==> config.mk <==
export PLATFORM = sky130hd
export DESIGN_NAME = mwc_ctrl
export DESIGN_NICKNAME = d
export VERILOG_FILES = /design/src/mwc_pkg.sv /design/src/mwc_timer.sv /design/src/mwc_ctrl.sv
export VERILOG_INCLUDE_DIRS = /design/src
export SDC_FILE = /design/constraint.sdc
export NUM_CORES = 1
export LEC_CHECK = 0
export BUFFER_PORTS_ARGS = -buffer_cell sky130_fd_sc_hd__buf_2
export CAP_MARGIN = 20
export CORE_MARGIN = 5
export CORE_UTILIZATION = 55
export DETAILED_ROUTE_END_ITERATION = 6
export GPL_ROUTABILITY_DRIVEN = 0
export PLACE_DENSITY = 0.95
export SETUP_SLACK_MARGIN = 0.2
export SLEW_MARGIN = 20
export SYNTH_ARGS = -nofsm -noshare
export SYNTH_HDL_FRONTEND = slang
export SYNTH_HIERARCHICAL = 1
export SYNTH_SLANG_ARGS = --single-unit
export TNS_END_PERCENT = 30
==> constraint.sdc <==
create_clock -name i_clk -period 4.92 [get_ports i_clk]
set_clock_uncertainty 0.15 [all_clocks]
set_input_delay 0.246 -clock i_clk [delete_from_list [all_inputs] [get_ports i_clk]]
set_output_delay 0.246 -clock i_clk [all_outputs]
set_load 0.02 [all_outputs]
==> src/mwc_map.svh <==
// constants for the write-cycle controller: widths, timing figures and cycle counts
`ifndef MWC_MAP_SVH
`define MWC_MAP_SVH

// pin and timer widths
`define MWC_ADDR_W      19
`define MWC_DATA_W      8
`define MWC_TMR_W       8

// system clock rate in MHz (40 ns period)
`define MWC_CLK_MHZ     25

// timing figures in ns, as printed
`define MWC_T_CYCLE_NS     35
`define MWC_T_PULSE_NS     15
`define MWC_T_AV_GHI_NS    18
`define MWC_T_AV_GLO_NS    20
`define MWC_T_DSETUP_NS    10
`define MWC_T_DHOLD_NS     0
`define MWC_T_RELEASE_NS   12
`define MWC_T_HIGH_NS      2
`define MWC_T_RECOVER_NS   12
`define MWC_T_SETUP_NS     0

// least time in ns to whole clock cycles, rounded up, never below one
`define MWC_NS2CYC(ns) ((((ns) * `MWC_CLK_MHZ) + 999) / 1000 > 0 ? \
                        (((ns) * `MWC_CLK_MHZ) + 999) / 1000 : 1)

`define MWC_CYC_CYCLE      `MWC_NS2CYC(`MWC_T_CYCLE_NS)
`define MWC_CYC_PULSE      `MWC_NS2CYC(`MWC_T_PULSE_NS)
`define MWC_CYC_AV_GHI     `MWC_NS2CYC(`MWC_T_AV_GHI_NS)
`define MWC_CYC_AV_GLO     `MWC_NS2CYC(`MWC_T_AV_GLO_NS)
`define MWC_CYC_DSETUP     `MWC_NS2CYC(`MWC_T_DSETUP_NS)
`define MWC_CYC_RELEASE    `MWC_NS2CYC(`MWC_T_RELEASE_NS)
`define MWC_CYC_HIGH       `MWC_NS2CYC(`MWC_T_HIGH_NS)
`define MWC_CYC_RECOVER    `MWC_NS2CYC(`MWC_T_RECOVER_NS)
`define MWC_CYC_SETUP      `MWC_NS2CYC(`MWC_T_SETUP_NS)

`endif

==> src/mwc_pkg.sv <==
// types shared by the write-cycle controller files
`include "mwc_map.svh"

package mwc_pkg;

  // which strobe ends the write
  typedef enum logic {
    MWC_WE_CTRL = 1'b0,
    MWC_CE_CTRL = 1'b1
  } mwc_mode_t;

  typedef enum logic [1:0] {
    MWC_IDLE    = 2'b00,
    MWC_SETUP   = 2'b01,
    MWC_STROBE  = 2'b10,
    MWC_RECOVER = 2'b11
  } mwc_state_t;

  // one write request from the user side
  typedef struct packed {
    mwc_mode_t                  mode;
    logic                       oe_low;
    logic [`MWC_ADDR_W-1:0]     addr;
    logic [`MWC_DATA_W-1:0]     data;
  } mwc_req_t;

endpackage : mwc_pkg

==> src/mwc_timer.sv <==
// loadable down counter that flags when it reaches zero
module mwc_timer #(
  parameter int W = 8
) (
  input  wire logic         i_clk,
  input  wire logic         i_resetn,
  input  wire logic         i_load,
  input  wire logic [W-1:0] i_count,
  output logic              o_done
);

  logic [W-1:0] count;
  logic [W-1:0] next_count;

  // load wins over counting; saturates at zero
  always_comb begin
    next_count = count;
    if (i_load) begin
      next_count = i_count;
    end else if (count != '0) begin
      next_count = count - W'(1);
    end
  end

  always_ff @(posedge i_clk) begin
    if (!i_resetn) begin
      count <= '0;
    end else begin
      count <= next_count;
    end
  end

  assign o_done = (count == '0);

endmodule : mwc_timer

==> src/mwc_ctrl.sv <==
// host-side write-cycle controller for an asynchronous byte-wide non-volatile ram
//
// Summary of operation
// - a raised strobe stays high at least 2 ns before falling again
// - chip select falling edges are spaced at least 35 ns apart
// - address stays stable from valid until the cycle fully ends
// - write-strobe-ended writes hold write strobe low at least 15 ns
// - address valid 18 ns before write end, 20 ns with output drive low
// - data valid 10 ns before write end, held 0 ns after it
// - chip-select-ended writes hold select low at least 15 ns
`include "mwc_map.svh"

module mwc_ctrl (
  input  wire logic                    i_clk,
  input  wire logic                    i_resetn,
  // user request side
  input  wire logic                    i_req_valid,
  input  wire mwc_pkg::mwc_req_t       i_req,
  output logic                         o_req_ready,
  output logic                         o_done,
  // memory pins
  output logic [`MWC_ADDR_W-1:0]       o_mem_addr,
  output logic                         o_mem_ce_n,
  output logic                         o_mem_we_n,
  output logic                         o_mem_oe_n,
  output logic [`MWC_DATA_W-1:0]       o_mem_dq,
  output logic                         o_mem_dq_oe,
  input  wire logic [`MWC_DATA_W-1:0]  i_mem_dq
);

  localparam int TW = `MWC_TMR_W;

  // larger of two cycle counts, minus one for timer load
  function automatic logic [TW-1:0] mwc_load(input int a, input int b);
    int m;
    m = (a > b) ? a : b;
    mwc_load = TW'(m - 1);
  endfunction : mwc_load

  // saturating increment for the age counters
  function automatic logic [TW-1:0] mwc_inc(input logic [TW-1:0] v);
    mwc_inc = (v == {TW{1'b1}}) ? v : v + TW'(1);
  endfunction : mwc_inc

  mwc_pkg::mwc_state_t            state;
  mwc_pkg::mwc_state_t            next_state;
  mwc_pkg::mwc_mode_t             mode;
  mwc_pkg::mwc_mode_t             next_mode;
  logic                           oe_low;
  logic                           next_oe_low;
  logic [`MWC_ADDR_W-1:0]         next_mem_addr;
  logic [`MWC_DATA_W-1:0]         next_mem_dq;
  logic                           next_mem_ce_n;
  logic                           next_mem_we_n;
  logic                           next_mem_oe_n;
  logic                           next_mem_dq_oe;
  logic                           next_done;
  logic [TW-1:0]                  wl_age;
  logic [TW-1:0]                  next_wl_age;
  logic [TW-1:0]                  dq_age;
  logic [TW-1:0]                  next_dq_age;
  logic                           ph_load;
  logic [TW-1:0]                  ph_count;
  logic                           ph_done;
  logic                           cyc_load;
  logic                           cyc_done;
  logic                           data_ready;
  logic                           release_ok;

  // phase timer paces setup, strobe and recovery
  mwc_timer #(
    .W (TW)
  ) u_phase (
    .i_clk    (i_clk),
    .i_resetn (i_resetn),
    .i_load   (ph_load),
    .i_count  (ph_count),
    .o_done   (ph_done)
  );

  // cycle timer starts on every chip select fall
  mwc_timer #(
    .W (TW)
  ) u_cycle (
    .i_clk    (i_clk),
    .i_resetn (i_resetn),
    .i_load   (cyc_load),
    .i_count  (mwc_load(`MWC_CYC_CYCLE, 1)),
    .o_done   (cyc_done)
  );

  assign cyc_load = o_mem_ce_n && !next_mem_ce_n;

  // new request only once the previous select fall is a full cycle old
  assign o_req_ready = (state == mwc_pkg::MWC_IDLE) && cyc_done;

  // memory may still drive until its release time after write strobe falls
  assign release_ok = !oe_low || (!o_mem_we_n && wl_age >= TW'(`MWC_CYC_RELEASE - 1));
  // data has stood long enough before the terminating edge
  assign data_ready = o_mem_dq_oe && (dq_age >= TW'(`MWC_CYC_DSETUP - 1));

  // sequencer: pins and phase changes
  always_comb begin
    next_state     = state;
    next_mode      = mode;
    next_oe_low    = oe_low;
    next_mem_addr  = o_mem_addr;
    next_mem_dq    = o_mem_dq;
    next_mem_ce_n  = o_mem_ce_n;
    next_mem_we_n  = o_mem_we_n;
    next_mem_oe_n  = o_mem_oe_n;
    next_mem_dq_oe = o_mem_dq_oe;
    next_done      = 1'b0;
    ph_load        = 1'b0;
    ph_count       = '0;
    case (state)
      mwc_pkg::MWC_IDLE: begin
        if (i_req_valid && o_req_ready) begin
          next_mode     = i_req.mode;
          next_oe_low   = i_req.oe_low;
          next_mem_addr = i_req.addr;
          next_mem_dq   = i_req.data;
          // the non-terminating strobe falls first
          next_mem_ce_n = (i_req.mode == mwc_pkg::MWC_CE_CTRL);
          next_mem_we_n = (i_req.mode == mwc_pkg::MWC_WE_CTRL);
          // output drive low only with write strobe, so no read contention
          next_mem_oe_n = !(i_req.oe_low && !next_mem_we_n);
          next_mem_dq_oe = !i_req.oe_low;
          next_state    = mwc_pkg::MWC_SETUP;
          ph_load       = 1'b1;
          ph_count      = mwc_load(`MWC_CYC_SETUP, 1);
        end
      end
      mwc_pkg::MWC_SETUP: begin
        next_mem_dq_oe = o_mem_dq_oe || release_ok;
        if (ph_done) begin
          // both strobes low: the write interval opens
          next_mem_ce_n = 1'b0;
          next_mem_we_n = 1'b0;
          next_mem_oe_n = !oe_low;
          next_state    = mwc_pkg::MWC_STROBE;
          ph_load       = 1'b1;
          // pulse covers width and address-to-end; address went out a cycle before
          ph_count      = mwc_load(`MWC_CYC_PULSE,
                                   (oe_low ? `MWC_CYC_AV_GLO : `MWC_CYC_AV_GHI) - 1);
        end
      end
      mwc_pkg::MWC_STROBE: begin
        next_mem_dq_oe = o_mem_dq_oe || release_ok;
        if (ph_done && data_ready) begin
          // both strobes rise together; data released on the same edge (zero hold)
          next_mem_ce_n  = 1'b1;
          next_mem_we_n  = 1'b1;
          next_mem_oe_n  = 1'b1;
          next_mem_dq_oe = 1'b0;
          next_state     = mwc_pkg::MWC_RECOVER;
          ph_load        = 1'b1;
          ph_count       = mwc_load(`MWC_CYC_RECOVER, `MWC_CYC_HIGH);
        end
      end
      mwc_pkg::MWC_RECOVER: begin
        // address kept still until recovery has run out
        if (ph_done) begin
          next_done  = 1'b1;
          next_state = mwc_pkg::MWC_IDLE;
        end
      end
      default: begin
        next_state     = mwc_pkg::MWC_IDLE;
        next_mem_ce_n  = 1'b1;
        next_mem_we_n  = 1'b1;
        next_mem_oe_n  = 1'b1;
        next_mem_dq_oe = 1'b0;
      end
    endcase
  end

  always_ff @(posedge i_clk) begin
    if (!i_resetn) begin
      state       <= mwc_pkg::MWC_IDLE;
      mode        <= mwc_pkg::MWC_WE_CTRL;
      oe_low      <= 1'b0;
      o_mem_addr  <= '0;
      o_mem_dq    <= '0;
      o_mem_ce_n  <= 1'b1;
      o_mem_we_n  <= 1'b1;
      o_mem_oe_n  <= 1'b1;
      o_mem_dq_oe <= 1'b0;
      o_done      <= 1'b0;
    end else begin
      state       <= next_state;
      mode        <= next_mode;
      oe_low      <= next_oe_low;
      o_mem_addr  <= next_mem_addr;
      o_mem_dq    <= next_mem_dq;
      o_mem_ce_n  <= next_mem_ce_n;
      o_mem_we_n  <= next_mem_we_n;
      o_mem_oe_n  <= next_mem_oe_n;
      o_mem_dq_oe <= next_mem_dq_oe;
      o_done      <= next_done;
    end
  end

  // age counters: cycles since write strobe fell and since data went out
  always_comb begin
    next_wl_age = o_mem_we_n ? '0 : mwc_inc(wl_age);
    next_dq_age = o_mem_dq_oe ? mwc_inc(dq_age) : '0;
  end

  always_ff @(posedge i_clk) begin
    if (!i_resetn) begin
      wl_age <= '0;
      dq_age <= '0;
    end else begin
      wl_age <= next_wl_age;
      dq_age <= next_dq_age;
    end
  end

  // read-back pins are not used by a write-only controller
  logic unused_dq;
  assign unused_dq = ^{i_mem_dq, mode};

endmodule : mwc_ctrl

=== After elaboration in Yosys (flattened, before gate mapping) ===
Index checks and enable logic that the tools add are counted.

* Add/sub/neg operators: 4
* $mul: 0
* Div/mod/pow operators: 0
* $lt $le $gt $ge: 2
* Equality and inequality tests: 9
* Shift operators: 0
* Multiplexer cells: 23
* Bitwise logic cells: 2
* Reductions and logical operators: 29

{| class="wikitable"
|+ Operator list
! operator !! count
|-
| 8-bit by 1-bit adder with 8-bit output, second input constant || 2
|-
| 8-bit == test, second input constant || 2
|-
| 8-bit by 1-bit greater-or-equal comparator with 1-bit output, second input constant || 2
|-
| 8-bit logical NOT || 2
|-
| 8-bit nonzero test || 2
|-
| 8-bit by 1-bit subtractor with 8-bit output, second input constant || 2
|-
| 1-bit one-hot mux with 3 select lines || 5
|-
| 1-bit 2-to-1 mux || 13
|-
| 2-bit 2-to-1 mux || 4
|-
| 2-bit one-hot mux with 4 select lines || 1
|-
| 2-bit AND reduction || 4
|-
| 4-bit AND reduction || 2
|-
| 1-bit logical AND || 7
|-
| 2-bit != test, second input constant || 3
|-
| 2-bit OR reduction || 3
|-
| 1-bit logical NOT || 5
|-
| 2-bit == test, second input constant || 2
|-
| 3-bit nonzero test || 1
|-
| 2-bit by 1-bit == test with 1-bit output, second input constant || 1
|-
| 2-bit logical NOT || 1
|-
| 1-bit logical OR || 2
|-
| 2-bit by 1-bit != test with 1-bit output, second input constant || 1
|-
| 1-bit inverter || 2
|}

* Bits in registers: 67
* Latch bits: 0
* Bits in writable memories: 0
* ROM bits: 0
* Input bits: 40
* Output and inout bits: 33
* Logic and storage cells: 82
* Memories kept: 0

=== Longest topological paths before layout ===
Gate-level depths: netlist (run 1).

* Word-level depth: 8
* Depth in mapped cells: 11

=== Cells and area by module ===
The synthesis (run 1) kept the hierarchy.

{| class="wikitable"
|+ By module, submodules not included
! module !! instances !! cells each !! area each (sq um)
|-
| mwc_ctrl || 1 || 185 || 1482.7
|-
| mwc_timer || 2 || 51 || 457.9
|}

=== Least setup slack after synthesis (run 1) ===
Ideal clock, no wire load.

* Kind: flip-flop to flip-flop
* Start point: register u_cycle.count[3]
* End point: register u_cycle.count[1]
* Data arrival time: 2.501 ns
* Slack: 2.135 ns
* Cell stages (with the launch flop): 11
* Buffers on the path: 1
* Clock period less this slack: 2.785 ns
* Cell sequence: dfxtp_1 -> nor4_4 -> and4bb_1 -> buf_6 -> a21boi_2 -> nor2_1 -> nand2_1 -> nor3b_1 -> inv_1 -> o21ai_0 -> a311oi_2

* Word-level cells in the longest chain between the ends: 8
* Elaborated cells between the ends (all ways): 9
* Classes of those cells: mux: 2; reduce/logical: 7

{| class="wikitable"
|+ RTL lines
! item !! line !! RTL
|-
| from (decl) || mwc_timer.sv:12 || <nowiki>logic [W-1:0] count;</nowiki>
|-
| from (signal assigned) || mwc_timer.sv:29 || <nowiki>count <= next_count;</nowiki>
|-
| 8-bit logical NOT || mwc_timer.sv:33 || <nowiki>assign o_done = (count == '0);</nowiki>
|-
| net cyc_done || mwc_ctrl.sv:66 || <nowiki>logic cyc_done;</nowiki>
|-
| 1-bit logical AND || mwc_ctrl.sv:95 || <nowiki>assign o_req_ready = (state == mwc_pkg::MWC_IDLE) && cyc_done;</nowiki>
|-
| 1-bit logical AND || mwc_ctrl.sv:118 || <nowiki>if (i_req_valid && o_req_ready) begin</nowiki>
|-
| 1-bit 2-to-1 mux || mwc_ctrl.sv:118 ||
|-
| 1-bit one-hot mux with 3 select lines || mwc_ctrl.sv:116 || <nowiki>case (state)</nowiki>
|-
| 1-bit logical NOT || mwc_ctrl.sv:92 || <nowiki>assign cyc_load = o_mem_ce_n && !next_mem_ce_n;</nowiki>
|-
| 1-bit logical AND || mwc_ctrl.sv:92 ||
|-
| net cyc_load || mwc_ctrl.sv:65 || <nowiki>logic cyc_load;</nowiki>
|-
| 2-bit OR reduction (no line) || n/a ||
|}

The timed path passes the listed nets, and every way through them passes these cells.
A chain may end at the register's enable or synchronous reset.

=== Worst setup path in the final report (run 1) ===
* Start point: register u_cycle.count[3]
* End point: register u_cycle.count[3]

The elaborated chain is that of the path after synthesis.

==> results of run 1 <==
[state kept, by name, indices dropped and copies added (netlist names)]
name,count
o_mem_oe_n,1
o_mem_addr,19
state,2
o_mem_ce_n,1
o_mem_dq,8
u_cycle/count,8
o_mem_dq_oe,1
o_done,1
oe_low,1
o_mem_we_n,1
u_phase/count,8
[logic make-up (layout without fill, tap and decap cells)]
family / count (synthesis) / count (layout) / share of synthesized area
xor gates and xnor gates: 8 / 8 / 0.0292
buffers and inverters: 24 / 85 / 0.0490
muxes: 2 / 2 / 0.00835
and+or+nand+nor: 124 / 124 / 0.256
other: 1 / 16 / 0.00156
AOI/OAI and AO/OA: 69 / 69 / 0.189
adders and majority gates: 8 / 8 / 0.0417
DFF: 51 / 51 / 0.426
[Yosys cell counts, types with 5 or more instances]
cell type / number / area (sq um)
o21ai_0: 12 / 60.1
nor2_1: 13 / 48.8
ha_1: 8 / 100
a21oi_1: 29 / 145
clkbuf_1: 5 / 18.8
dfxtp_1: 51 / 1020
xnor2_1: 6 / 52.6
nand3_1: 13 / 65.1
nand2_1: 70 / 263
inv_1: 10 / 37.5
o31ai_1: 8 / 60.1
[final cells by class]
class / count / area share
inverters: 11 / 0.0142
repair buffers: 66 / 0.116
multi-input cells: 227 / 0.454
well taps: 52 / 0.0224
clock buffers: 6 / 0.0285
clock inverters: 2 / 0.0134
flip-flops and latches: 51 / 0.352
[layer usage]
metal,share of wire,vias to the layer above
met5,0,-
met4,0.017,0
met3,0.038,9
met2,0.53,40
met1,0.42,1037
li1,-,1120
[critical path, cell delays in order (launching register included)]
cell and delay (ns):
dfxtp_1 0.38, nor4_4 0.37, and4bb_1 0.50, and3_1 0.23, buf_4 0.30, a32oi_1 0.12, nor2_1 0.17, nor3b_1 0.07
buf_4 0.16, inv_1 0.22, nand2_1 0.18, o31ai_1 0.27
[through the flow]
stage / cells / worst slack (ns) / hold slack [ns]
after detailed placement: 407 / 1.75 / 0.293
after global routing: 415 / 1.50 / 0.0112
after floorplan: 302 / 2.13 / 0.232
after CTS: 415 / 1.71 / 0.0166
final: 415 / 1.71 / 0.0220
after global placement: 407 / 1.90 / 0.288
[power by group]
part	switching, W	total (W)	leakage [nW]	internal [W]
Combinational	0.000474	0.000787	0.771	0.000313
Clock	0.000137	0.000304	0.0618	0.000167
Sequential	0.0000918	0.000610	0.416	0.000518
Total	0.000703	0.00170	1.25	0.000998
[path summary, 6_finish.rpt]
check,startpoint,endpoint,cells after the start
hold reg to reg,o_mem_addr[10]$_SDFFE_PN0P_,o_mem_addr[10]$_SDFFE_PN0P_,2
setup reg to reg,u_cycle/count[3]$_SDFFE_PN0P_,u_cycle/count[3]$_SDFFE_PN0P_,11
setup / recovery,u_cycle/count[3]$_SDFFE_PN0P_,u_cycle/count[3]$_SDFFE_PN0P_,11
hold / removal,i_req[23],o_mem_addr[15]$_SDFFE_PN0P_,3
[cells in the final DEF (no fill, tap or decap), types with 6 or more instances in the layout]
master,instances
inv_1,10
nor2_1,13
o21ai_0,12
clkbuf_8,6
a21oi_1,29
conb_1,16
buf_2,64
xnor2_1,6
o31ai_1,8
nand3_1,13
nand2_1,70
dfxtp_1,51
ha_1,8
==> impl_metrics.py, run 1 <==
metrics = {
    "outcome": {
        "outcome": "complete, no violations",
    },
    "timing": {
        "setup_viol": 0,
        "max_freq_mhz": 311,
        "slew_viol_final": 0,
        "setup_tns_ns": 0,
        "max_slew_margin": 0.514,
        "hold_viol": 0,
        "worst_slew_pin_slew_ns": 0.725,
        "post-route-period-util": 0.653,
        "min_period_ns": 3.21,
        "rsz0062_at_grt": "no",
    },
    "clock_tree": {
        "clkLatencyLatePin_ns": 0.30,
        "cts_max_level": 2,
        "cts_root_buffer": "clkbuf_8",
        "cts.hold.buffers_added": 0,
        "clock_sinks": 51,
        "cts_resized": 0,
        "numCtsBuffers": 5,
        "post_cts_buffers": 0,
        "cts_tree": "yes",
        "clk_pin_slew_ns": 0.10,
        "clk_path_buf_depth": 2,
    },
    "synthesis": {
        "synth_cells": 287,
        "synth_edf_count": 0,
        "ys_async_sr_fraction": 0,
        "avgSynthCellArea_sq_um": 8.36,
        "ys_ff_latch": 51,
        "syn_area_sq_um": 2400,
        "synth.distinct_cells": 44,
        "seq_area_frac_synth": 0.426,
        "yosys_warnings": 6,
        "synth_ff_type": "dfxtp_1",
    },
    "global_routing": {
        "globalRouteMet3Util": 0.0343,
        "grt_overflow": 0,
        "busiest_layer": "met2",
        "grtUsageTotal": 0.183,
        "grt_pass1_wl_um": 8970,
        "use_met1": 0.213,
        "grt_max_degree": 34,
        "grt_pass1_vias": 2011,
        "grt_antenna_before_repair": 0,
        "use_met2": 0.325,
    },
    "die": {
        "start_util": 0.559,
        "coreArea_sq_um": 4290,
        "row_count": 24,
        "die-area_sq_um": 5780,
        "num_io_pins": 73,
        "die_y_um": 76.0,
        "chipWidth_um": 76.0,
    },
    "pwr": {
        "power_density_nw_per_um2": 586,
        "ir_drop_mv": 0.261,
        "p_leak_nw": 1.25,
        "total_power_w": 0.00170,
    },
    "routing": {
        "first_iter_violations": 133,
        "vias": 2206,
        "drc": 0,
        "drtPass1Iterations": 4,
        "viasPerCell": 5.32,
        "finalWirelength_um": 5450,
        "avgRoutedWirePerCell_um": 13.1,
        "antenna_left": 0,
    },
    "cells_and_area": {
        "nFillCells": 317,
        "diodes": 0,
        "final_area_sq_um": 2900,
        "final_nets": 410,
        "final-seq-area_sq_um": 1020,
        "utilization": 0.675,
        "area_delta_synth_final_pct": 20.9,
        "multi_input_area_sq_um": 1320,
        "drive_gt1_frac": 0.237,
    },
    "critical_path": {
        "endpoint_kind": "flop",
        "path_max_fanout": 30,
        "regToRegSetupSlack_ns": 1.71,
        "start_kind": "flop",
        "crit_required_ns": 4.98,
        "crit_type": "flop to flop",
        "arrival_ns": 3.27,
    },
    "placement": {
        "dpl_cell_area_sq_um": 2780,
        "hpwl_um": 3850,
        "numPortBuffers": 64,
    },
    "min_path": {
        "hp-class": "input pin to flop",
    },
    "run": {
        "maxCapViolCount": 0,
    },
}
(Power assumes the default switching activity.)
==> run 2: changes to the inputs <==
--- a/config.mk
+++ b/config.mk
@@ -9,10 +9,10 @@
 export BUFFER_PORTS_ARGS = -buffer_cell sky130_fd_sc_hd__buf_2
 export CAP_MARGIN = 20
 export CORE_MARGIN = 5
-export CORE_UTILIZATION = 55
+export CORE_UTILIZATION = 46
 export DETAILED_ROUTE_END_ITERATION = 6
 export GPL_ROUTABILITY_DRIVEN = 0
-export PLACE_DENSITY = 0.95
+export PLACE_DENSITY = 0.87
 export SETUP_SLACK_MARGIN = 0.2
 export SLEW_MARGIN = 20
 export SYNTH_ARGS = -nofsm -noshare
==> constraint.sdc (replaced) <==
create_clock -name i_clk -period 2.8 [get_ports i_clk]
set_clock_uncertainty 0.15 [all_clocks]
set_input_delay 0.14 -clock i_clk [delete_from_list [all_inputs] [get_ports i_clk]]
set_output_delay 0.14 -clock i_clk [all_outputs]
set_load 0.02 [all_outputs]
==> impl_metrics.py, run 2 (synthesis results as in run 1) <==
metrics = {
    "timing": {
        "max_freq_mhz": 405,
        "setup_viol": 0,
        "worst_slew_pin_slew_ns": 0.567,
        "max_slew_margin": 0.622,
        "rsz0062_at_grt": "no",
        "min_period_ns": 2.47,
        "hold_viol": 0,
        "setup_ws_ns": 0.333,
        "post-route-period-util": 0.881,
        "slew_viol_final": 0,
        "setup_tns_ns": 0,
    },
    "die": {
        "start_util": 0.473,
        "chipWidth_um": 82.2,
        "die-area_sq_um": 6760,
        "coreArea_sq_um": 5070,
        "die_y_um": 82.2,
        "num_io_pins": 73,
        "row_count": 26,
    },
    "cells_and_area": {
        "final_cells": 466,
        "layout_commonest_cell": "nand2_1",
        "diodes": 0,
        "final_nets": 443,
        "largest_register": "o_mem_addr",
        "area_delta_synth_final_pct": 35.3,
        "final_cell_mix": "nand2_1 (70), buf_2 (64), dfxtp_1 (51)",
        "drive_gt1_frac": 0.235,
        "nFillCells": 396,
        "final_area_sq_um": 3250,
        "largest_register_ffs": 19,
    },
    "clock_tree": {
        "clk_pin_slew_ns": 0.10,
        "cts_tree": "yes",
        "clock_sinks": 51,
        "clk_path_buf_depth": 2,
        "clkLatencyLatePin_ns": 0.31,
        "numCtsBuffers": 5,
        "cts_root_buffer": "clkbuf_8",
        "cts_max_level": 2,
    },
    "routing": {
        "finalWirelength_um": 6650,
        "drc": 0,
        "antenna_left": 0,
        "first_iter_violations": 135,
        "drtPass1Iterations": 6,
        "vias": 2388,
        "viasPerCell": 5.12,
        "avgRoutedWirePerCell_um": 14.3,
    },
    "pwr": {
        "power_density_nw_per_um2": 961,
        "p_leak_nw": 1.39,
        "ir_drop_mv": 0.458,
    },
    "global_routing": {
        "grt_pass1_vias": 2251,
        "grt_max_degree": 34,
        "grt_antenna_before_repair": 0,
        "grt_pass1_wl_um": 10200,
        "grtUsageTotal": 0.197,
        "grt_overflow": 0,
    },
    "outcome": {
        "outcome": "complete, no violations",
    },
    "placement": {
        "hpwl_um": 3960,
        "place_ws_ns": 0.342,
        "dpl_cell_area_sq_um": 2840,
        "dp.cells": 430,
        "numPortBuffers": 64,
    },
    "critical_path": {
        "arrival_ns": 2.51,
        "endpoint_kind": "flop",
        "path_max_fanout": 28,
        "start_kind": "flop",
        "crit_required_ns": 2.85,
        "crit_type": "flop to flop",
    },
    "run": {
        "maxCapViolCount": 0,
    },
    "min_path": {
        "hp-class": "input pin to flop",
    },
}
==> run 2: changes by cell type in the layout (fill, tap and decap cells not counted) <==
cell           delta
nor3b_2           +1
dlygate4sd3_1    +28
buf_4             +5
nor3b_1           -1
inv_2             +1
inv_1             -1
==> run 2: stage by stage <==
stage	power, W	hold slack [ns]	utilization
finish	0.00312	0.153	0.640
global route	0.00333	0.172	0.640
CTS	0.00309	0.133	0.640
detailed placement	0.00250	0.236	0.560
global placement	0.00244	0.230	0.560
floorplan	0.00216	0.126	-
==> run 2: metal layers <==
layer / vias to the layer above / wire length, um / global-route usage
met5: - / 0 / 0
met4: 0 / 406 / 0.143
met3: 28 / 336 / 0.0456
met2: 66 / 3380 / 0.339
met1: 1103 / 2520 / 0.209
li1: 1191 / - / -
==> run 2: worst paths after layout <==
path	cells after the start	slack, ns	to	startpoint
setup / recovery	8	0.33	o_mem_addr[12]$_SDFFE_PN0P_	u_cycle/count[0]$_SDFFE_PN0P_
hold / removal	2	0.15	o_mem_oe_n$_SDFFE_PN1P_	i_resetn
setup reg to reg	8	0.33	o_mem_addr[12]$_SDFFE_PN0P_	u_cycle/count[0]$_SDFFE_PN0P_
hold reg to reg	2	0.31	o_mem_dq[5]$_SDFFE_PN0P_	o_mem_dq[5]$_SDFFE_PN0P_
==> run 2: area by class of cell <==
type / instances / area, sq um / share of cell area
sequential: 51 / 1020 / 0.315
clock inverter: 2 / 38.8 / 0.0120
multi-input combinational: 227 / 1320 / 0.407
timing repair buffer: 99 / 653 / 0.201
inverter: 11 / 41.3 / 0.0127
tap: 70 / 87.6 / 0.0270
clock buffer: 6 / 82.6 / 0.0254
==> run 2: timing repair <==
action | CTS | global route
resized for setup | 0 | 1
hold endpoints to repair | 28 | 0
hold buffers | 28 | 0
endpoints found under the setup margin | 0 | 5
setup buffers | 0 | 0
==> run 2: report_power, final <==
group | internal (W) | switching [W]
combinational | 0.000623 | 0.000874
sequential | 0.000910 | 0.000162
clock | 0.000294 | 0.000256
==> run 2: worst max-delay path, stage by stage (launching register included) <==
cell,delay (ns)
dfxtp_1,0.38
inv_1,0.08
ha_1,0.28
and4bb_1,0.27
buf_4,0.18
and2_1,0.16
nand2_2,0.40
nand2_1,0.13
a21oi_1,0.32
==> run 3: changes to the inputs <==
--- a/config.mk
+++ b/config.mk
@@ -12,6 +12,7 @@
 export CORE_UTILIZATION = 46
 export DETAILED_ROUTE_END_ITERATION = 6
 export GPL_ROUTABILITY_DRIVEN = 0
+export GPL_TIMING_DRIVEN = 0
 export PLACE_DENSITY = 0.87
 export SETUP_SLACK_MARGIN = 0.2
 export SLEW_MARGIN = 20
==> impl_metrics.py, run 3 (synthesis results as in run 1) <==
metrics = {
    "timing": {
        "setup_viol": 0,
        "setup_ws_ns": 0.110,
        "fin_hold_ws_ns": 0.0930,
        "max_freq_mhz": 372,
        "rsz0062_at_grt": "yes",
        "post-route-period-util": 0.961,
        "slew_viol_final": 0,
        "min_period_ns": 2.69,
        "hold_viol": 0,
    },
    "cells_and_area": {
        "final_area_sq_um": 3360,
        "drive_gt1_frac": 0.261,
        "nFillCells": 390,
        "layout_commonest_cell": "nand2_1",
        "diodes": 0,
        "area_delta_synth_final_pct": 40.1,
        "largest_register_ffs": 19,
        "multi_input_area_sq_um": 1350,
        "utilization": 0.662,
        "largest_register": "o_mem_addr",
        "final_nets": 457,
        "final-seq-area_sq_um": 1020,
        "final_cell_mix": "nand2_1 (70), buf_2 (66), dfxtp_1 (51)",
    },
    "routing": {
        "finalWirelength_um": 6950,
        "vias": 2479,
        "first_iter_violations": 109,
        "drc": 0,
        "antenna_left": 0,
        "drtPass1Iterations": 5,
        "avgRoutedWirePerCell_um": 14.5,
        "viasPerCell": 5.16,
    },
    "placement": {
        "dpl_cell_area_sq_um": 2870,
        "hpwl_um": 4250,
        "place_ws_ns": -0.217,
        "numPortBuffers": 64,
    },
    "clock_tree": {
        "clk_pin_slew_ns": 0.10,
        "cts_tree": "yes",
        "clock_sinks": 51,
        "cts_root_buffer": "clkbuf_8",
        "clk_path_buf_depth": 2,
        "cts_max_level": 2,
        "clkLatencyLatePin_ns": 0.30,
        "numCtsBuffers": 5,
    },
    "global_routing": {
        "grt_pass1_wl_um": 10800,
        "grt_antenna_before_repair": 0,
        "grt_max_degree": 17,
        "grt_overflow": 0,
        "grtUsageTotal": 0.207,
        "grt_pass1_vias": 2393,
    },
    "die": {
        "num_io_pins": 73,
        "start_util": 0.473,
        "coreArea_sq_um": 5070,
        "row_count": 26,
        "die_y_um": 82.2,
        "die-area_sq_um": 6760,
        "chipWidth_um": 82.2,
    },
    "critical_path": {
        "cp_common_cell": "buf_4",
        "start_kind": "flop",
        "endpoint_kind": "flop",
        "crit_type": "flop to flop",
        "crit_chain": "nor4_4 > and4bb_1 > buf_6 > and3_1 > buf_4 > nor2_1 > nor2_4 > clkinvlp_4 > buf_4 > o21ai_1 > a311oi_2",
        "crit_required_ns": 2.83,
        "arrival_ns": 2.72,
        "worst_path_largest_cell_delay_ns": 0.38,
        "critPathTopFamily": "simple AND/OR/NAND/NOR gates",
        "cpMaxStageDelayCell": "dfxtp_1",
        "critPathBufInv": 4,
        "path_max_fanout": 11,
    },
    "run": {
        "maxCapViolCount": 0,
    },
    "pwr": {
        "p_int_w": 0.00191,
        "p_leak_nw": 1.44,
        "ir_drop_mv": 0.436,
        "swShare": 0.414,
        "seqPwrFrac": 0.329,
        "clkPwrFrac": 0.167,
        "p_sw_w": 0.00135,
        "comb_power_share": 0.504,
        "power_density_nw_per_um2": 970,
    },
    "outcome": {
        "outcome": "complete, no violations",
    },
    "min_path": {
        "hp-class": "input pin to flop",
    },
}
-- run 3: cell count changes in the layout (fill, tap and decap cells not counted), moves of 2 or more --
cell and change:
o21ai_0 -2, buf_4 +3, nor2_1 -3, buf_6 +2
buf_2 +2, o21ai_1 +2, nor2_4 +2, clkbuf_2 +2
clkbuf_1 +5
-- run 3: power groups by stage --
| stage | clock [W] | sequential [W] | combinational [W] |
|---|---|---|---|
| global placement | 0 | 0.00107 | 0.00137 |
| finish | 0.000545 | 0.00107 | 0.00164 |
| floorplan | 0 | 0.00115 | 0.00101 |
| global route | 0.000586 | 0.00110 | 0.00180 |
| detailed placement | 0 | 0.00108 | 0.00143 |
| CTS | 0.000558 | 0.00107 | 0.00151 |
-- run 3: what timing repair did --
| item | 4_1_cts | 5_1_grt |
|---|---|---|
| setup endpoints to repair | 16 | 16 |
| endpoints found under the hold margin | 28 | 0 |
| setup buffers | 1 | 7 |
| hold buffers | 28 | 0 |
| gates resized for setup | 5 | 8 |
| pin swaps | 1 | 2 |
-- run 3: layer usage --
layer	part of all wire	track usage	wire, um
met3	0.050	0.0423	347
met1	0.39	0.235	2700
met4	0.042	0.125	291
met2	0.52	0.356	3610
met5	0	0	0
-- run 3: metrics by stage --
stage / TNS [ns] / std cells / total power (W)
floorplan: 0 / 302 / 0.00216
global placement: -0.709 / 436 / 0.00244
detailed placement: -1.78 / 436 / 0.00251
CTS: 0 / 473 / 0.00313
global route: -0.0315 / 480 / 0.00348
finish: 0 / 480 / 0.00326
-- run 3: final timing paths --
kind	start	end	slack, ns	depth (start not counted)
worst max-delay path	u_cycle/count[2]$_SDFFE_PN0P_	u_phase/count[1]$_SDFFE_PN0P_	0.11	11
worst min-delay path	i_resetn	o_mem_addr[5]$_SDFFE_PN0P_	0.09	3
worst max register to register	u_cycle/count[2]$_SDFFE_PN0P_	u_phase/count[1]$_SDFFE_PN0P_	0.11	11
worst min register to register	o_mem_dq[3]$_SDFFE_PN0P_	o_mem_dq[3]$_SDFFE_PN0P_	0.31	2
-- run 3: cell type report --
class / instances / share of cell area
buffer: 13 / 0.0235
clock buffer: 6 / 0.0246
clock inverter: 2 / 0.0115
inverter: 11 / 0.0134
multi-input combinational: 227 / 0.401
sequential: 51 / 0.304
tap: 70 / 0.0261
timing repair buffer: 100 / 0.196
-- run 3: tightest hold or removal path: stages --
cell      delay [ns]
buf_2           0.14
clkinv_1        0.17
a21oi_1         0.06
